### config.mk
export PLATFORM = sky130hd
export DESIGN_NAME = asu_serial_unit
export DESIGN_NICKNAME = d
export VERILOG_FILES = /design/src/hw/asu_pkg.sv /design/src/hw/asu_serial_unit.sv /design/src/hw/asu_baud_gen.sv
export VERILOG_INCLUDE_DIRS = /design/src /design/src/hw
export SDC_FILE = /design/constraint.sdc
export NUM_CORES = 1
export LEC_CHECK = 0
export BUFFER_PORTS_ARGS = -buffer_cell sky130_fd_sc_hd__buf_2
export CAP_MARGIN = 0
export CELL_PAD_IN_SITES_DETAIL_PLACEMENT = 1
export CELL_PAD_IN_SITES_GLOBAL_PLACEMENT = 2
export CORE_MARGIN = 5
export CORE_UTILIZATION = 35
export CTS_CLUSTER_DIAMETER = 100
export CTS_CLUSTER_SIZE = 24
export DETAILED_ROUTE_END_ITERATION = 10
export PLACE_DENSITY = 0.75
export SLEW_MARGIN = 20
export SYNTH_ARGS = -nofsm -noshare
export SYNTH_HDL_FRONTEND = slang
export SYNTH_SLANG_ARGS = --single-unit
### constraint.sdc
create_clock -name clk_sys -period 3.3 [get_ports clk_sys]
set_input_delay 0.33 -clock clk_sys [delete_from_list [all_inputs] [get_ports clk_sys]]
set_output_delay 0.33 -clock clk_sys [all_outputs]
set_load 0.02 [all_outputs]
### src/hw/asu_cfg.svh
// Register map, field positions, reset values and timing of the async serial unit.
// Included by the package and the bench; definitions only.
`ifndef ASU_CFG_SVH
`define ASU_CFG_SVH

// Register addresses on the internal bus
`define ASU_ADDR_MODE        16'hFF70
`define ASU_ADDR_BAUD        16'hFF71
`define ASU_ADDR_RXBUF       16'hFF72
`define ASU_ADDR_ERR         16'hFF73
`define ASU_ADDR_TXSHIFT     16'hFF74

// Reset values
`define ASU_MODE_RESET       8'h01
`define ASU_BAUD_RESET       8'h1F
`define ASU_ERR_RESET        8'h00
`define ASU_BUF_IDLE         8'hFF

// Mode register fields
`define ASU_MODE_POWER       7
`define ASU_MODE_TXEN        6
`define ASU_MODE_RXEN        5
`define ASU_MODE_PAR_HI      4
`define ASU_MODE_PAR_LO      3
`define ASU_MODE_CLEN        2
`define ASU_MODE_STOP        1
`define ASU_MODE_FIXED1      0

// Error status fields
`define ASU_ERR_PARITY       2
`define ASU_ERR_FRAMING      1
`define ASU_ERR_OVERRUN      0

// Baud register fields
`define ASU_BAUD_SEL_HI      7
`define ASU_BAUD_SEL_LO      6
`define ASU_BAUD_DIV_HI      4

// Base clock prescale counts for 01, 10, 11
`define ASU_PRE_DIV2         2
`define ASU_PRE_DIV8         8
`define ASU_PRE_DIV32        32

// Base clock periods an enable must settle through
`define ASU_SYNC_STAGES      2

`endif

### src/hw/asu_pkg.sv
// Types of the async serial unit.
// Assumes asu_cfg.svh is on the include path.
`include "asu_cfg.svh"

package asu_pkg;

	// Internal bus request from the CPU side
	typedef struct packed {
		logic        wr;
		logic        rd;
		logic        bit_wr;
		logic [2:0]  bit_pos;
		logic [15:0] addr;
		logic [7:0]  wdata;
	} asu_bus_req_type;

	// Parity modes
	typedef enum logic [1:0] {
		ASU_PAR_NONE = 2'b00,
		ASU_PAR_ZERO = 2'b01,
		ASU_PAR_ODD  = 2'b10,
		ASU_PAR_EVEN = 2'b11
	} asu_par_type;

	// Receiver states, one-hot
	typedef enum logic [4:0] {
		ASU_RX_IDLE  = 5'b00001,
		ASU_RX_START = 5'b00010,
		ASU_RX_DATA  = 5'b00100,
		ASU_RX_PAR   = 5'b01000,
		ASU_RX_STOP  = 5'b10000
	} asu_rx_state_type;

endpackage : asu_pkg

### src/hw/asu_serial_unit.sv
// Async serial unit: mode, baud and error registers, transmit and receive.
// Assumes a single-cycle CPU bus on clk_sys; rx line comes from a pin.
`timescale 1ns/1ps
`default_nettype none

// Behaviour
// - Mode register is 8 bits, bit or byte writable, resets to 01H.
// - Power bit clear stops the clock and resets errors, tx shift, rx buffer.
// - Power bit clear makes receive input read as high.
// - Transmit enable clear stops and resets the transmitter.
// - Receive enable clear stops and resets the receiver.
// - Parity field: none, zero, odd, even; for sending and checking.
// - Zero parity mode never flags a parity error.
// - Character length bit picks 7 or 8 data bits.
// - Stop bit picks 1 or 2 sent stop bits; receiver checks one.
// - Enabling reception with line low starts a frame at once.
// - Enables pass a two-stage base clock synchroniser.
// - Error register read-only, 00H, cleared on read or power and rx off.
// - Parity error set at end of frame on parity mismatch.
// - Framing error set when first stop bit is low.
// - Overrun set when unread buffer; new byte discarded.
// - Reading the error register adds one wait cycle.
// - Baud register byte writable only, resets to 1FH.
// - Base clock select: timer PWM, fx/2, fx/8, fx/32.
// - Divisor k from 8 to 31; codes below 8 not used.
// - Bit rate is divider output halved; enables off while changed.
// - Writing the tx shift register starts a frame.
// - 7-bit data lands in bits 0 to 6, bit 7 reads 0.
// - Frame: start, LSB-first data, optional parity, stop bits.
module asu_serial_unit
(
	input  wire logic             clk_sys,
	input  wire logic             reset,
	input  wire asu_pkg::asu_bus_req_type bus_req,
	output logic [7:0]            bus_rdata,
	output logic                  bus_ready,
	input  wire logic             timer_pwm_source,
	input  wire logic             serial_receive_line,
	output logic                  serial_transmit_line,
	output logic                  rx_done_pulse,
	output logic                  tx_done_pulse
);
	import asu_pkg::*;

	typedef struct packed {
		logic [7:0]       mode;
		logic [7:0]       baud;
		logic [2:0]       err;
		logic [7:0]       rxbuf;
		logic             rxfull;
		logic [1:0]       rx_pin;
		logic [1:0]       tx_sync;
		logic [1:0]       rx_sync;
		logic             tx_busy;
		logic [11:0]      tx_sh;
		logic [3:0]       tx_left;
		logic             tx_out;
		asu_rx_state_type rx_st;
		logic [7:0]       rx_sh;
		logic [2:0]       rx_idx;
		logic [5:0]       rx_ph;
		logic             rx_par;
		logic [7:0]       rdata;
		logic             ready;
		logic             wait_pend;
		logic             rxd_pls;
		logic             txd_pls;
	} asu_state_type;

	asu_state_type st_reg;
	asu_state_type st_next;
	logic          base_tick;
	logic          bit_tick;
	logic          rx_mid;
	logic          rx_bit;
	logic          power_on;
	logic          rx_line;
	logic          hit_mode;
	logic          hit_baud;
	logic          hit_err;
	logic          hit_rxb;
	logic          hit_txs;
	logic          err_read;
	logic          rx_last;
	logic          par_bad;
	logic          parity_on;
	logic [3:0]    nbits;
	asu_par_type   par_mode;

	// Parity bit to send or expect for data under a mode
	function automatic logic par_calc(input logic [7:0] d,
		input asu_par_type m);
	begin
		unique case (m)
			ASU_PAR_ODD:  par_calc = ~(^d);
			ASU_PAR_EVEN: par_calc = ^d;
			default:      par_calc = 1'b0;
		endcase
	end
	endfunction : par_calc

	////////////////////////////////////////////////////////////////////////
	// Baud generator
	asu_baud_gen u_baud
	(
		.clk_sys          (clk_sys),
		.reset            (reset),
		.run              (power_on),
		.clk_sel          (st_reg.baud[`ASU_BAUD_SEL_HI:`ASU_BAUD_SEL_LO]),
		.divisor          (st_reg.baud[`ASU_BAUD_DIV_HI:0]),
		.timer_pwm_source (timer_pwm_source),
		.base_tick        (base_tick),
		.half_tick        (),
		.bit_tick         (bit_tick)
	);

	////////////////////////////////////////////////////////////////////////
	// Decode and derived mode
	always_comb
	begin
		power_on  = st_reg.mode[`ASU_MODE_POWER];
		rx_line   = power_on ? st_reg.rx_pin[1] : 1'b1;
		hit_mode  = (bus_req.addr == `ASU_ADDR_MODE);
		hit_baud  = (bus_req.addr == `ASU_ADDR_BAUD);
		hit_err   = (bus_req.addr == `ASU_ADDR_ERR);
		hit_rxb   = (bus_req.addr == `ASU_ADDR_RXBUF);
		hit_txs   = (bus_req.addr == `ASU_ADDR_TXSHIFT);
		par_mode  = asu_par_type'(st_reg.mode[`ASU_MODE_PAR_HI:`ASU_MODE_PAR_LO]);
		parity_on = (par_mode != ASU_PAR_NONE);
		nbits     = st_reg.mode[`ASU_MODE_CLEN] ? 4'h8 : 4'h7;
		// Read completes on its second cycle, hence one wait
		err_read  = bus_req.rd & hit_err & st_reg.wait_pend;
		rx_last   = (st_reg.rx_idx == 3'(nbits - 4'h1));
		// Receiver keeps its own phase from the start edge, k base ticks a half bit
		rx_mid    = base_tick
			&& (st_reg.rx_ph == 6'({1'b0, st_reg.baud[4:0]} - 6'h01));
		rx_bit    = base_tick
			&& (st_reg.rx_ph == 6'({st_reg.baud[4:0], 1'b0} - 6'h01));
		par_bad   = (par_mode == ASU_PAR_ODD || par_mode == ASU_PAR_EVEN)
			&& (st_reg.rx_par != par_calc(st_reg.rx_sh, par_mode));
	end

	////////////////////////////////////////////////////////////////////////
	// Next state of all registers
	always_comb
	begin
		st_next         = st_reg;
		st_next.rx_pin  = {st_reg.rx_pin[0], serial_receive_line};
		st_next.rxd_pls = 1'b0;
		st_next.txd_pls = 1'b0;
		st_next.ready   = 1'b1;
		st_next.rdata   = 8'h00;

		// Enables cross through two base clock stages
		if (base_tick)
		begin
			st_next.tx_sync = {st_reg.tx_sync[0],
				st_reg.mode[`ASU_MODE_TXEN]};
			st_next.rx_sync = {st_reg.rx_sync[0],
				st_reg.mode[`ASU_MODE_RXEN]};
		end

		// Bus writes
		if (bus_req.wr && hit_mode)
		begin
			if (bus_req.bit_wr)
				st_next.mode[bus_req.bit_pos] =
					bus_req.wdata[bus_req.bit_pos];
			else
				st_next.mode = bus_req.wdata;
		end
		if (bus_req.wr && hit_baud && !bus_req.bit_wr)
			st_next.baud = bus_req.wdata;

		// Bus reads; error register stalls one cycle
		if (bus_req.rd)
		begin
			if (hit_err && !st_reg.wait_pend)
			begin
				st_next.ready     = 1'b0;
				st_next.wait_pend = 1'b1;
			end
			else
			begin
				st_next.wait_pend = 1'b0;
				if (hit_mode)
					st_next.rdata = st_reg.mode;
				else if (hit_baud)
					st_next.rdata = st_reg.baud;
				else if (hit_err)
					st_next.rdata = {5'h00, st_reg.err};
				else if (hit_rxb)
				begin
					st_next.rdata  = st_reg.rxbuf;
					st_next.rxfull = 1'b0;
				end
			end
		end
		else
			st_next.wait_pend = 1'b0;
		if (err_read)
			st_next.err = 3'h0;

		// Transmitter: start, LSB-first data, parity, stop bits
		if (bus_req.wr && hit_txs && st_reg.tx_sync[1] && !st_reg.tx_busy)
		begin
			st_next.tx_busy = 1'b1;
			st_next.tx_sh   = {2'b11,
				(parity_on && nbits == 4'h8) ?
				par_calc(bus_req.wdata, par_mode) : 1'b1,
				nbits == 4'h8 ? bus_req.wdata[7] : (parity_on ? par_calc(
				bus_req.wdata & 8'h7F, par_mode) : 1'b1),
				bus_req.wdata[6:0], 1'b0};
			st_next.tx_left = 4'(1 + nbits + {3'h0, parity_on}
				+ (st_reg.mode[`ASU_MODE_STOP] ? 4'h2 : 4'h1));
			st_next.tx_out  = 1'b1;
		end
		else if (st_reg.tx_busy && bit_tick)
		begin
			if (st_reg.tx_left == 4'h0)
			begin
				st_next.tx_busy = 1'b0;
				st_next.txd_pls = 1'b1;
			end
			else
			begin
				st_next.tx_out  = st_reg.tx_sh[0];
				st_next.tx_sh   = {1'b1, st_reg.tx_sh[11:1]};
				st_next.tx_left = st_reg.tx_left - 4'h1;
			end
		end

		// Receiver: phase restarts at the start edge, samples mid-bit
		if (st_reg.rx_st == ASU_RX_IDLE || rx_bit
			|| (rx_mid && st_reg.rx_st == ASU_RX_START))
			st_next.rx_ph = 6'h00;
		else if (base_tick)
			st_next.rx_ph = st_reg.rx_ph + 6'h01;
		unique case (st_reg.rx_st)
			ASU_RX_IDLE:
				if (st_reg.rx_sync[1] && !rx_line)
					st_next.rx_st = ASU_RX_START;
			ASU_RX_START:
				if (rx_mid)
				begin
					st_next.rx_st  = rx_line ? ASU_RX_IDLE : ASU_RX_DATA;
					st_next.rx_idx = 3'h0;
					st_next.rx_sh  = 8'h00;
				end
			ASU_RX_DATA:
				if (rx_bit)
				begin
					st_next.rx_sh[st_reg.rx_idx] = rx_line;
					st_next.rx_idx = st_reg.rx_idx + 3'h1;
					if (rx_last)
						st_next.rx_st = parity_on ? ASU_RX_PAR : ASU_RX_STOP;
				end
			ASU_RX_PAR:
				if (rx_bit)
				begin
					st_next.rx_par = rx_line;
					st_next.rx_st  = ASU_RX_STOP;
				end
			ASU_RX_STOP:
				if (rx_bit)
				begin
					// Only one stop bit checked, whatever the stop setting
					st_next.rx_st   = ASU_RX_IDLE;
					st_next.rxd_pls = 1'b1;
					if (!rx_line)
						st_next.err[`ASU_ERR_FRAMING] = 1'b1;
					if (par_bad)
						st_next.err[`ASU_ERR_PARITY] = 1'b1;
					if (st_reg.rxfull && !(bus_req.rd && hit_rxb))
						st_next.err[`ASU_ERR_OVERRUN] = 1'b1;
					else
					begin
						st_next.rxbuf  = st_reg.rx_sh;
						st_next.rxfull = 1'b1;
					end
				end
		endcase

		// Enable clears reset their half synchronously
		if (!st_reg.tx_sync[1])
		begin
			st_next.tx_busy = 1'b0;
			st_next.tx_out  = 1'b1;
			st_next.tx_left = 4'h0;
		end
		if (!st_reg.rx_sync[1])
			st_next.rx_st = ASU_RX_IDLE;
		if (!power_on && !st_reg.mode[`ASU_MODE_RXEN])
			st_next.err = 3'h0;
		// Power off resets errors, rx buffer, transmitter, syncs and receiver state; mode and baud registers survive
		if (!power_on)
		begin
			st_next.err     = 3'h0;
			st_next.rxbuf   = `ASU_BUF_IDLE;
			st_next.rxfull  = 1'b0;
			st_next.tx_sh   = '1;
			st_next.tx_busy = 1'b0;
			st_next.tx_out  = 1'b1;
			st_next.tx_sync = 2'b00;
			st_next.rx_sync = 2'b00;
			st_next.rx_st   = ASU_RX_IDLE;
		end
	end

	// State register
	always_ff @(posedge clk_sys)
	begin
		if (reset)
		begin
			st_reg       <= '0;
			st_reg.mode  <= `ASU_MODE_RESET;
			st_reg.baud  <= `ASU_BAUD_RESET;
			st_reg.rxbuf <= `ASU_BUF_IDLE;
			st_reg.tx_sh <= '1;
			st_reg.tx_out <= 1'b1;
			st_reg.rx_pin <= 2'b11;
			st_reg.ready <= 1'b1;
			st_reg.rx_st <= ASU_RX_IDLE;
		end
		else
			st_reg <= st_next;
	end

	assign bus_rdata            = st_reg.rdata;
	assign bus_ready            = st_reg.ready;
	assign serial_transmit_line = st_reg.tx_out;
	assign rx_done_pulse        = st_reg.rxd_pls;
	assign tx_done_pulse        = st_reg.txd_pls;
endmodule : asu_serial_unit

`default_nettype wire

### src/hw/asu_baud_gen.sv
// Baud generator: base clock select, 5-bit divider, halved to a bit tick.
// Assumes one system clock that stands for the oscillator.
`timescale 1ns/1ps
`default_nettype none

module asu_baud_gen
(
	input  wire logic       clk_sys,
	input  wire logic       reset,
	input  wire logic       run,
	input  wire logic [1:0] clk_sel,
	input  wire logic [4:0] divisor,
	input  wire logic       timer_pwm_source,
	output logic            base_tick,
	output logic            half_tick,
	output logic            bit_tick
);
	import asu_pkg::*;

	typedef struct packed {
		logic [4:0] pre;
		logic [4:0] cnt;
		logic       half;
		logic       pwm_d;
		logic       base;
		logic       htick;
		logic       btick;
	} asu_bg_state_type;

	asu_bg_state_type st_reg;
	asu_bg_state_type st_next;
	logic             pre_hit;

	////////////////////////////////////////////////////////////////////////
	// Prescaler select, PWM rising edge, divide by k, then by 2
	always_comb
	begin
		st_next = st_reg;
		unique case (clk_sel)
			2'b00: pre_hit = timer_pwm_source & ~st_reg.pwm_d;
			2'b01: pre_hit = (st_reg.pre == 5'(`ASU_PRE_DIV2 - 1));
			2'b10: pre_hit = (st_reg.pre == 5'(`ASU_PRE_DIV8 - 1));
			2'b11: pre_hit = (st_reg.pre == 5'(`ASU_PRE_DIV32 - 1));
		endcase
		st_next.pwm_d = timer_pwm_source;
		st_next.pre   = pre_hit ? 5'h00 : st_reg.pre + 5'h01;
		st_next.base  = pre_hit;
		st_next.htick = 1'b0;
		st_next.btick = 1'b0;
		if (pre_hit)
		begin
			if (st_reg.cnt >= divisor - 5'h01)
			begin
				st_next.cnt   = 5'h00;
				st_next.half  = ~st_reg.half;
				st_next.htick = 1'b1;
				st_next.btick = st_reg.half; // Bit rate is divider out / 2
			end
			else
				st_next.cnt = st_reg.cnt + 5'h01;
		end
		// Power off stops everything, clock held low
		if (!run)
		begin
			st_next.pre   = 5'h00;
			st_next.cnt   = 5'h00;
			st_next.half  = 1'b0;
			st_next.base  = 1'b0;
			st_next.htick = 1'b0;
			st_next.btick = 1'b0;
		end
	end

	// State register
	always_ff @(posedge clk_sys)
	begin
		if (reset)
			st_reg <= '0;
		else
			st_reg <= st_next;
	end

	assign base_tick = st_reg.base;
	assign half_tick = st_reg.htick;
	assign bit_tick  = st_reg.btick;

endmodule : asu_baud_gen

`default_nettype wire

Word-level counts from Yosys, hierarchy flattened
Index checks and enable logic that the tools add are counted.
{"block": "classes", "addsub": 12, "mux": 55, "multipliers": 0, "reduce_logical": 59, "n_lt_le_gt_ge": 5, "n_bitwise": 18, "n_eq_ne": 30, "shift": 0, "n_div": 0}
{"cell": "$eq 16x16->1 const B", "n": 5}
{"cell": "$mux 8", "n": 5}
{"cell": "$mux 18", "n": 2}
{"cell": "$mux 16", "n": 2}
{"cell": "$mux 5", "n": 6}
{"cell": "$pmux 5 s5", "n": 1}
{"cell": "$mux 12", "n": 2}
{"cell": "$reduce_xor 8->1", "n": 3}
{"cell": "$pmux 11 s2", "n": 1}
{"cell": "$mux 1", "n": 21}
{"cell": "$logic_and 1x1->1", "n": 19}
{"cell": "$reduce_or 3->1", "n": 6}
{"cell": "$bwmux 8", "n": 2}
{"cell": "$mux 15", "n": 1}
{"cell": "$not 1->1", "n": 15}
{"cell": "$eq 6x6->1", "n": 2}
{"cell": "$ne 2x2->1 const B", "n": 6}
{"cell": "$add 5x1->5 const B", "n": 2}
{"cell": "$eq 5x1->1 const B", "n": 2}
{"cell": "$eq 5x3->1 const B", "n": 2}
{"cell": "$eq 5x5->1 const B", "n": 2}
{"cell": "$reduce_and 2->1", "n": 5}
{"cell": "$reduce_or 2->1", "n": 5}
{"cell": "$mux 9", "n": 1}
{"cell": "37 further kinds", "n": 61}
{"block": "totals", "mem_bits_rw": 0, "latch_bits": 0, "elab_cells": 207, "in_bits": 34, "rom_bits": 0, "ff_bits": 99, "memories": 0, "out_inout_bits": 12}

Longest topological paths before layout
Gate-level depths: netlist of the first run.
{"block": "logic_depth", "depth_word": 10, "mapped_depth": 11, "depth_no_buf": 10}

Cells and area by module
A second synthesis of the first run with hierarchy kept.
{"block": "unflattened", "hier_cells": 609, "area_unflattened_um2": 5363.9}
{"module": "asu_serial_unit", "cells_each": 523, "area_per_inst_um2": 4558.1, "seq_area_each_um2": 1701.6, "instances": 1}
{"module": "asu_baud_gen", "cells_each": 86, "area_per_inst_um2": 805.8, "seq_area_each_um2": 300.3, "instances": 1}

Worst setup path after synthesis of the first run
No wires, ideal clock.
{"block": "synth_timing", "path_type": "register to register", "start": "reg st_reg[71] (netlist name)", "end": "reg u_baud.st_reg[5] (netlist name)", "path_buffers": 1, "synth_period_minus_slack_ps": 2260, "path_stages_with_launch": 10, "setup_time_ps": 71, "arrival_ps": 2190, "slack_ps": 1040, "t_required_ps": 3229, "path_cell_list": "dfxtp_1 clkbuf_2 inv_1 ha_1 ha_1 a2111o_1 a31oi_1 nor2_1 or3_1 a21oi_1"}
{"block": "synth_between", "elab_chain_len": 3}
{"element": "from (decl)", "line_no": "asu_serial_unit.sv:70", "source": "asu_state_type st_reg;"}
{"element": "from (signal assigned)", "line_no": "asu_serial_unit.sv:326", "source": "st_reg <= st_next;"}
{"element": "$sub 5x1->5", "line_no": "asu_baud_gen.sv:52", "source": "if (st_reg.cnt >= divisor - 5'h01)"}
{"element": "$ge 5x5->1", "line_no": "asu_baud_gen.sv:52"}
{"element": "$mux 5", "line_no": "asu_baud_gen.sv:52"}
{"element": "to (signal assigned)", "line_no": "asu_baud_gen.sv:80", "source": "st_reg <= st_next;"}
{"element": "to (decl)", "line_no": "asu_baud_gen.sv:30", "source": "asu_bg_state_type st_reg;"}
No other way between the ends.
A chain may end at the register's enable or synchronous reset.

Worst setup path in the final report of the first run
{"block": "layout_timing", "start": "reg st_reg[71] (netlist name)", "end": "reg st_reg[60] (netlist name)"}
{"block": "layout_between", "elab_chain_len": 4}
{"element": "$sub 6x1->6", "line_no": "asu_serial_unit.sv:138", "source": "&& (st_reg.rx_ph == 6'({st_reg.baud[4:0], 1'b0} - 6'h01));"}
{"element": "$eq 6x6->1", "line_no": "asu_serial_unit.sv:138"}
{"element": "$logic_and 1x1->1", "line_no": "asu_serial_unit.sv:138"}
{"element": "$reduce_and 3->1 (no source line)"}
No other way between the ends.

==> results of run 1 <==
[synthesized netlist by cell type (3+ instances only)]
cell type                   instances  area share [%]
sky130_fd_sc_hd__buf_2              7            0.64
sky130_fd_sc_hd__a211oi_1           9             1.2
sky130_fd_sc_hd__o21ai_0           16             1.5
sky130_fd_sc_hd__a21oi_1           35             3.2
sky130_fd_sc_hd__o211a_1            4            0.73
sky130_fd_sc_hd__nor3b_1            3            0.41
sky130_fd_sc_hd__nor3_2             3            0.54
sky130_fd_sc_hd__nand3b_1           6            0.82
sky130_fd_sc_hd__dfxtp_1           99              36
sky130_fd_sc_hd__inv_1             23             1.6
sky130_fd_sc_hd__a21o_1            12             1.6
sky130_fd_sc_hd__nand3_1           21             1.9
sky130_fd_sc_hd__or3b_2             3            0.48
sky130_fd_sc_hd__mux2i_1           17             3.1
sky130_fd_sc_hd__o211ai_1           9             1.2
sky130_fd_sc_hd__nand2b_1          13             1.5
sky130_fd_sc_hd__and3_1            12             1.4
sky130_fd_sc_hd__a31oi_1            3            0.34
sky130_fd_sc_hd__or3_1              7            0.79
sky130_fd_sc_hd__xnor2_1           23             3.7
sky130_fd_sc_hd__and2_1             3            0.34
sky130_fd_sc_hd__nand2_1           58             3.9
sky130_fd_sc_hd__o31ai_1            3            0.41
sky130_fd_sc_hd__xor2_1            18             2.9
sky130_fd_sc_hd__nor3_1            15             1.4
sky130_fd_sc_hd__buf_4              9             1.2
sky130_fd_sc_hd__a2111oi_0          3            0.48
sky130_fd_sc_hd__ha_1              17             3.9
sky130_fd_sc_hd__a21boi_0           6            0.82
sky130_fd_sc_hd__nand4_1           11             1.2
sky130_fd_sc_hd__nor2b_1           13             1.5
sky130_fd_sc_hd__a221oi_1          11             1.7
sky130_fd_sc_hd__nor4_1             3            0.34
sky130_fd_sc_hd__nor2_1            74             5.0
sky130_fd_sc_hd__a32oi_1            3            0.48
sky130_fd_sc_hd__a22oi_1            5            0.68
sky130_fd_sc_hd__clkbuf_1          26             1.8
sky130_fd_sc_hd__a311oi_1           3            0.48
[critical path, cell delays in order, from the launching register on]
cell and delay, ns:
sky130_fd_sc_hd__dfxtp_1 0.47, sky130_fd_sc_hd__inv_1 0.12, sky130_fd_sc_hd__ha_1 0.30, sky130_fd_sc_hd__xnor2_1 0.24, sky130_fd_sc_hd__o21bai_1 0.11, sky130_fd_sc_hd__o21ai_0 0.62, sky130_fd_sc_hd__nand4_2 0.53, sky130_fd_sc_hd__nor3_1 0.32
sky130_fd_sc_hd__a21oi_1 0.07
[stage by stage]
step	hold slack, ns	instances
6_report	0.157	885
5_1_grt	0.158	885
4_1_cts	0.142	885
3_5_place_dp	0.408	869
3_3_place_gp	0.397	869
2_1_floorplan	0.389	650
[area by class of cell]
type / count / area (um2)
Timing Repair Buffer: 52 / 278
Fill cell: 1871 / 9180
Tap cell: 211 / 264
Sequential cell: 99 / 1980
Inverter: 23 / 86.3
Clock buffer: 12 / 246
Clock inverter: 4 / 50.0
Multi-Input combinational cell: 484 / 3230
[power breakdown]
part	leakage [nW]	switching [mW]	internal (mW)	total (mW)
Clock	0.139	0.463	0.608	1.07
Combinational	1.49	0.0697	0.0504	0.120
Sequential	0.799	0.000547	1.20	1.20
Total	2.42	0.533	1.85	2.39
[logic make-up after synthesis]
kind of cell / after synthesis / synth area share, %
flops: 99 / 35.9
xor+xnor: 43 / 7.33
buf+inv: 67 / 5.49
fa+ha+maj: 18 / 4.22
mux: 20 / 3.90
simple gates: 264 / 25.2
compound gates: 139 / 17.9
[per-layer routing]
layer,up-vias,wire (um)
met4,0,181
met3,11,547
li1,2343,-
met1,2364,7030
met2,52,8020
met5,-,0
[how the worst max path moves through the flow]
stage                                   to       start  slack (ns)
after floorplan           u_baud.st_reg[5]  st_reg[71]        1.04
after global placement          st_reg[16]  st_reg[71]        0.57
after detailed placement        st_reg[21]  st_reg[71]        0.46
after CTS                       st_reg[60]  st_reg[71]        0.41
after global routing            st_reg[63]  st_reg[71]       0.003
final                           st_reg[60]  st_reg[71]        0.38
==> run_summary.xml, run 1 <==
<?xml version="1.0" encoding="UTF-8"?>
<metrics>
  <group name="finish">
    <metric name="largest_register_ff_count" unit="">69</metric>
    <metric name="fin_nets" unit="">721</metric>
    <metric name="flow.area_growth_from_synthesis" unit="%">11.3</metric>
    <metric name="most-common-layout-cells" unit="">99 x sky130_fd_sc_hd__dfxtp_1, 74 x sky130_fd_sc_hd__nor2_1, 58 x sky130_fd_sc_hd__nand2_1</metric>
    <metric name="final_area" unit="um2">6140</metric>
    <metric name="ant_diodes" unit="">0</metric>
    <metric name="drive_above_1_share" unit="%">13.5</metric>
    <metric name="final_common_cell" unit="">sky130_fd_sc_hd__dfxtp_1</metric>
    <metric name="fin_util" unit="%">40.1</metric>
  </group>
  <group name="run_status">
    <metric name="outcome" unit="">finished, final reports clean</metric>
  </group>
  <group name="power_and_ir_drop">
    <metric name="cellPowerDensity" unit="nW/um2">389</metric>
    <metric name="total_leakage_power" unit="nW">2.42</metric>
    <metric name="design_power_total" unit="mW">2.39</metric>
    <metric name="vdd_ir_drop_max" unit="mV">0.272</metric>
  </group>
  <group name="worst_setup_path">
    <metric name="crit_required" unit="ns">3.52</metric>
    <metric name="crit_path_start_kind" unit="">flop</metric>
    <metric name="critical_path_peak_fanout" unit="">16</metric>
    <metric name="regToRegStartpoint" unit="">st_reg[71]</metric>
    <metric name="ff2ff_path_depth" unit="">8</metric>
    <metric name="rrSetupSlack" unit="ns">0.38</metric>
    <metric name="timing.critical_path.arrival" unit="ns">3.15</metric>
    <metric name="criticalPathCategory" unit="">reg -&gt; reg</metric>
    <metric name="crit-reg2reg-capture" unit="">st_reg[60]</metric>
    <metric name="critical_path.endpoint_type" unit="">flop</metric>
  </group>
  <group name="floorplan">
    <metric name="core_region_area" unit="um2">15300</metric>
    <metric name="design.portCount" unit="">46</metric>
    <metric name="die_h" unit="um">136</metric>
    <metric name="floorplan.rows" unit="">45</metric>
    <metric name="floorplan.die.width" unit="um">136</metric>
    <metric name="die_area" unit="um2">18400</metric>
    <metric name="initial_core_utilization" unit="%">36.0</metric>
  </group>
  <group name="sta">
    <metric name="unrepaired_setup_endpoints_after_global_routing" unit="">false</metric>
    <metric name="clock_skew" unit="ns">0.00682</metric>
    <metric name="highest_clock_rate" unit="MHz">342</metric>
    <metric name="layout_setup_ws" unit="ns">0.375</metric>
    <metric name="worst_pin_slew" unit="ns">0.754</metric>
    <metric name="timing.final.hold_violations" unit="">0</metric>
    <metric name="final.period_utilization" unit="%">88.6</metric>
    <metric name="final-max-slew-violation-count" unit="">0</metric>
    <metric name="totalNegativeSetupSlack" unit="ns">0</metric>
    <metric name="period_minus_slack" unit="ns">2.92</metric>
    <metric name="max_slew_margin" unit="%">49.2</metric>
    <metric name="setup-violations-final" unit="">0</metric>
  </group>
  <group name="synth">
    <metric name="synth_cells" unit="">650</metric>
    <metric name="synth-async-reset-ratio" unit="%">0</metric>
    <metric name="synth-warning-count" unit="">0</metric>
    <metric name="synth.distinct_cells" unit="">72</metric>
    <metric name="synth_area" unit="um2">5520</metric>
    <metric name="syn-num-nets" unit="">702</metric>
    <metric name="avgSynthCellArea" unit="um2">8.49</metric>
    <metric name="post_synth_edffs" unit="">0</metric>
    <metric name="synthFlopType" unit="">sky130_fd_sc_hd__dfxtp_1</metric>
    <metric name="synth_seq_area_share" unit="%">35.9</metric>
    <metric name="synth.ff_latch_count" unit="">99</metric>
  </group>
  <group name="global_routing">
    <metric name="groute.layer.met3.usage" unit="%">4.05</metric>
    <metric name="antenna_found_initial" unit="">0</metric>
    <metric name="globalRoute.totalOverflow" unit="">0</metric>
    <metric name="grt.busiest_layer" unit="">met2</metric>
    <metric name="number_of_global_route_vias_before_repair" unit="">5108</metric>
    <metric name="globalRouteMet1Util" unit="%">21.8</metric>
    <metric name="pin_count_of_the_biggest_net_entering_global_routing" unit="">27</metric>
    <metric name="grt_pass1_wl" unit="um">26300</metric>
    <metric name="grtUsageMet2" unit="%">32.1</metric>
    <metric name="globalRouteTotalUtil" unit="%">18.0</metric>
  </group>
  <group name="clock_tree">
    <metric name="cts_sinks" unit="">99</metric>
    <metric name="worst_setup_hold_path_clk_slew" unit="ns">0.07</metric>
    <metric name="cts_tree" unit="">built</metric>
    <metric name="post_cts_resize_count" unit="">0</metric>
    <metric name="cts_htree_levels" unit="">3</metric>
    <metric name="post_cts_buffers" unit="">0</metric>
    <metric name="max-clock-path-buffers" unit="">2</metric>
    <metric name="cts_hold_buf" unit="">0</metric>
    <metric name="cts_root_buffer" unit="">sky130_fd_sc_hd__clkbuf_16</metric>
    <metric name="cts_buffers" unit="">9</metric>
    <metric name="insertion_delay" unit="ns">0.35</metric>
  </group>
  <group name="routing">
    <metric name="drt_wl_total" unit="um">15800</metric>
    <metric name="wire_per_inst" unit="um">17.8</metric>
    <metric name="route.antenna.remaining_nets" unit="">0</metric>
    <metric name="drt-initial-drc-count" unit="">209</metric>
    <metric name="dr_total_vias" unit="">4770</metric>
    <metric name="post_drt_via_cell_ratio" unit="">5.39</metric>
    <metric name="drt-pass1-iter-count" unit="">4</metric>
    <metric name="detail_route.drc_violations" unit="">0</metric>
  </group>
  <group name="placed_design">
    <metric name="placement.setup.worst_slack" unit="ns">0.457</metric>
    <metric name="detail_placement_hpwl" unit="um">12300</metric>
    <metric name="portBuffers" unit="">45</metric>
    <metric name="place_area" unit="um2">5840</metric>
    <metric name="gpl.final_weighted_congestion" unit="">0.833</metric>
  </group>
  <group name="min_path">
    <metric name="min_path_type" unit="">in -&gt; reg</metric>
    <metric name="hold_path_end" unit="">st_next[58]</metric>
    <metric name="min_from" unit="">serial_receive_line</metric>
    <metric name="min_path_cells" unit="">2</metric>
  </group>
  <group name="flow_run">
    <metric name="drv.max_cap_violation_count" unit="">0</metric>
  </group>
</metrics>
Power figures use the tool's default switching activity.
==> inputs of run 2 (changes only) <==
--- a/config.mk
+++ b/config.mk
@@ -6,6 +6,7 @@
 export SDC_FILE = /design/constraint.sdc
 export NUM_CORES = 1
 export LEC_CHECK = 0
+export ABC_AREA = 1
 export BUFFER_PORTS_ARGS = -buffer_cell sky130_fd_sc_hd__buf_2
 export CAP_MARGIN = 0
 export CELL_PAD_IN_SITES_DETAIL_PLACEMENT = 1
@@ -15,7 +16,8 @@
 export CTS_CLUSTER_DIAMETER = 100
 export CTS_CLUSTER_SIZE = 24
 export DETAILED_ROUTE_END_ITERATION = 10
-export PLACE_DENSITY = 0.75
+export GPL_ROUTABILITY_DRIVEN = 0
+export PLACE_DENSITY = 0.8
 export SLEW_MARGIN = 20
 export SYNTH_ARGS = -nofsm -noshare
 export SYNTH_HDL_FRONTEND = slang
==> run 2 against run 1 <==
Net effect: wire length is 11% higher; critical path type unchanged; synthesized area is 0.61% higher; clock power increased by 9%.
==> run_summary.xml, run 2 <==
<?xml version="1.0" encoding="UTF-8"?>
<metrics>
  <group name="finish">
    <metric name="ant_diodes" unit="">0</metric>
    <metric name="final_common_cell" unit="">sky130_fd_sc_hd__nand2_1</metric>
    <metric name="layout.filler_cells" unit="">2013</metric>
    <metric name="flow.area_growth_from_synthesis" unit="%">12.3</metric>
    <metric name="instances_no_fill" unit="">1048</metric>
    <metric name="most-common-layout-cells" unit="">168 x sky130_fd_sc_hd__nand2_1, 99 x sky130_fd_sc_hd__dfxtp_1, 93 x sky130_fd_sc_hd__inv_1</metric>
    <metric name="fin_nets" unit="">879</metric>
    <metric name="largest_register_ff_count" unit="">69</metric>
    <metric name="ff_latch_area" unit="um2">1980</metric>
    <metric name="fin_util" unit="%">39.7</metric>
    <metric name="drive_above_1_share" unit="%">11.8</metric>
    <metric name="multi_input_area" unit="um2">3010</metric>
  </group>
  <group name="worst_setup_path">
    <metric name="critical_path_peak_fanout" unit="">20</metric>
    <metric name="criticalPathCategory" unit="">reg -&gt; reg</metric>
    <metric name="startpoint" unit="">st_reg[71]</metric>
    <metric name="critical_path.most_common_cell" unit="">sky130_fd_sc_hd__nor2_1</metric>
    <metric name="crit_slowest_cell" unit="">sky130_fd_sc_hd__nand2_1</metric>
    <metric name="worst_path_dominant_cell_family" unit="">simple AND/OR/NAND/NOR gates</metric>
    <metric name="worstPathBufferInverterCount" unit="">1</metric>
    <metric name="timing.critical_path.arrival" unit="ns">2.92</metric>
    <metric name="crit_path_cell_trace" unit="">inv_2, ha_1, xnor2_1, nor2_1, nand3_1, nor2_1, nand2_1, nand2_1, o21ai_1, nor2_2, nor2_1, nor2_1</metric>
    <metric name="crit_path_start_kind" unit="">flop</metric>
    <metric name="regToRegStartpoint" unit="">st_reg[71]</metric>
    <metric name="crit_required" unit="ns">3.59</metric>
    <metric name="critical_path.endpoint_type" unit="">flop</metric>
    <metric name="cpPeakStageDelay" unit="ns">0.50</metric>
  </group>
  <group name="floorplan">
    <metric name="initial_core_utilization" unit="%">35.3</metric>
    <metric name="floorplan.die.width" unit="um">136</metric>
    <metric name="die_area" unit="um2">18500</metric>
    <metric name="die_h" unit="um">136</metric>
    <metric name="design.portCount" unit="">46</metric>
    <metric name="floorplan.rows" unit="">46</metric>
    <metric name="core_region_area" unit="um2">15700</metric>
  </group>
  <group name="clock_tree">
    <metric name="post_cts_buffers" unit="">0</metric>
    <metric name="cts_htree_levels" unit="">3</metric>
    <metric name="cts_root_buffer" unit="">sky130_fd_sc_hd__clkbuf_16</metric>
    <metric name="max-clock-path-buffers" unit="">2</metric>
    <metric name="insertion_delay" unit="ns">0.35</metric>
    <metric name="worst_setup_hold_path_clk_slew" unit="ns">0.07</metric>
    <metric name="post_cts_resize_count" unit="">0</metric>
    <metric name="cts_buffers" unit="">9</metric>
    <metric name="cts_tree" unit="">built</metric>
    <metric name="cts_sinks" unit="">99</metric>
    <metric name="cts_hold_buf" unit="">0</metric>
  </group>
  <group name="sta">
    <metric name="worst_pin_slew" unit="ns">0.777</metric>
    <metric name="final.hold.worst_slack" unit="ns">0.171</metric>
    <metric name="timing.final.hold_violations" unit="">0</metric>
    <metric name="setup-violations-final" unit="">0</metric>
    <metric name="final-max-slew-violation-count" unit="">0</metric>
    <metric name="highest_clock_rate" unit="MHz">379</metric>
    <metric name="unrepaired_setup_endpoints_after_global_routing" unit="">false</metric>
    <metric name="totalNegativeSetupSlack" unit="ns">0</metric>
    <metric name="layout_setup_ws" unit="ns">0.664</metric>
    <metric name="clock_skew" unit="ns">0.00941</metric>
    <metric name="period_minus_slack" unit="ns">2.64</metric>
    <metric name="max_slew_margin" unit="%">48.1</metric>
    <metric name="final.period_utilization" unit="%">79.9</metric>
  </group>
  <group name="global_routing">
    <metric name="pin_count_of_the_biggest_net_entering_global_routing" unit="">27</metric>
    <metric name="grt_pass1_wl" unit="um">28900</metric>
    <metric name="globalRouteMet1Util" unit="%">23.9</metric>
    <metric name="antenna_found_initial" unit="">1</metric>
    <metric name="grt.busiest_layer" unit="">met2</metric>
    <metric name="globalRoute.totalOverflow" unit="">0</metric>
    <metric name="globalRouteTotalUtil" unit="%">19.7</metric>
    <metric name="number_of_global_route_vias_before_repair" unit="">5782</metric>
    <metric name="groute.layer.met3.usage" unit="%">4.29</metric>
    <metric name="grtUsageMet2" unit="%">34.6</metric>
  </group>
  <group name="synth">
    <metric name="synthFlopType" unit="">sky130_fd_sc_hd__dfxtp_1</metric>
    <metric name="synth_seq_area_share" unit="%">35.7</metric>
    <metric name="avgSynthCellArea" unit="um2">6.96</metric>
    <metric name="synth.distinct_cells" unit="">47</metric>
    <metric name="synth_common_cells" unit="">168 x sky130_fd_sc_hd__nand2_1, 99 x sky130_fd_sc_hd__dfxtp_1, 93 x sky130_fd_sc_hd__inv_1</metric>
    <metric name="synth-warning-count" unit="">0</metric>
    <metric name="synth_cells" unit="">797</metric>
    <metric name="synth.ff_latch_count" unit="">99</metric>
    <metric name="yosysTopAreaCellShare" unit="%">35.7</metric>
    <metric name="syn-num-nets" unit="">849</metric>
    <metric name="synth_area" unit="um2">5550</metric>
    <metric name="most_numerous_cell_in_the_yosys_netlist" unit="">sky130_fd_sc_hd__nand2_1</metric>
    <metric name="synth_top_area_cell" unit="">sky130_fd_sc_hd__dfxtp_1</metric>
    <metric name="post_synth_edffs" unit="">0</metric>
    <metric name="synthTopCellsByArea" unit="">sky130_fd_sc_hd__dfxtp_1 36%, sky130_fd_sc_hd__nand2_1 11%, sky130_fd_sc_hd__nand3_1 6.6%</metric>
    <metric name="synth-async-reset-ratio" unit="%">0</metric>
  </group>
  <group name="routing">
    <metric name="drt-pass1-iter-count" unit="">6</metric>
    <metric name="dr_total_vias" unit="">5419</metric>
    <metric name="drt-initial-drc-count" unit="">214</metric>
    <metric name="post_drt_via_cell_ratio" unit="">5.17</metric>
    <metric name="route.antenna.remaining_nets" unit="">0</metric>
    <metric name="wire_per_inst" unit="um">16.7</metric>
    <metric name="detail_route.drc_violations" unit="">0</metric>
    <metric name="drt_wl_total" unit="um">17500</metric>
  </group>
  <group name="run_status">
    <metric name="outcome" unit="">finished, final reports clean</metric>
  </group>
  <group name="placed_design">
    <metric name="cell_count_post_placement" unit="">1032</metric>
    <metric name="portBuffers" unit="">45</metric>
    <metric name="detail_placement_hpwl" unit="um">13800</metric>
    <metric name="placement.setup.worst_slack" unit="ns">0.717</metric>
  </group>
  <group name="min_path">
    <metric name="min_path_type" unit="">in -&gt; reg</metric>
    <metric name="min_from" unit="">serial_receive_line</metric>
  </group>
  <group name="flow_run">
    <metric name="drv.max_cap_violation_count" unit="">0</metric>
  </group>
  <group name="power_and_ir_drop">
    <metric name="total_leakage_power" unit="nW">2.58</metric>
    <metric name="vdd_ir_drop_max" unit="mV">0.236</metric>
    <metric name="cellPowerDensity" unit="nW/um2">395</metric>
  </group>
</metrics>
-- run 2: final cells by class --
cell class                      instances  share of cell area [%]
Multi-Input combinational cell        564                    48.3
Clock inverter                          6                    1.51
Clock buffer                           10                    3.67
Tap cell                              216                    4.34
Timing Repair Buffer                   49                    4.09
Inverter                              104                    6.26
Sequential cell                        99                    31.8
-- run 2: cell families after synthesis --
family	after synthesis	synth area share [%]
buf+inv	134	9.99
xor+xnor	32	5.05
simple gates	396	32.5
fa+ha+maj	18	4.19
compound gates	118	12.5
flops	99	35.7
-- run 2: layer usage --
layer  vias to the layer above  wire (um)
met4                         2        373
met2                       102       8380
li1                       2687          -
met1                      2596       7950
met5                         -         13
met3                        32        758
-- run 2: worst register-to-register path, delay by kind of cell (launching register included) --
kind                       cells  cell delay (ns)
buffers and inverters          1             0.12
xor gates and xnor gates       1             0.17
DFF                            1             0.39
and+or+nand+nor                8             1.30
adders and majority gates      1             0.42
AOI/OAI and AO/OA              1             0.18
-- run 2: power breakdown --
part / leakage [nW] / internal (mW) / switching (mW)
Clock: 0.159 / 0.675 / 0.492
Sequential: 0.799 / 1.20 / 0.00111
Combinational: 1.63 / 0.0321 / 0.0667
-- run 2: metrics by stage --
step / power, mW / instance area, um2
floorplan: 1.28 / 5550
global placement: 1.32 / 5910
detailed placement: 1.32 / 5910
CTS: 2.50 / 6230
global route: 2.55 / 6230
finish: 2.46 / 6230
-- run 2: path summary, 6_finish.rpt --
path / endpoint / slack [ns] / cells past startpoint
hold reg to reg: st_reg[58] / 0.41 / 1
hold / removal: st_next[58] / 0.17 / 2
setup / recovery: st_reg[32] / 0.66 / 12
setup reg to reg: st_reg[32] / 0.66 / 12
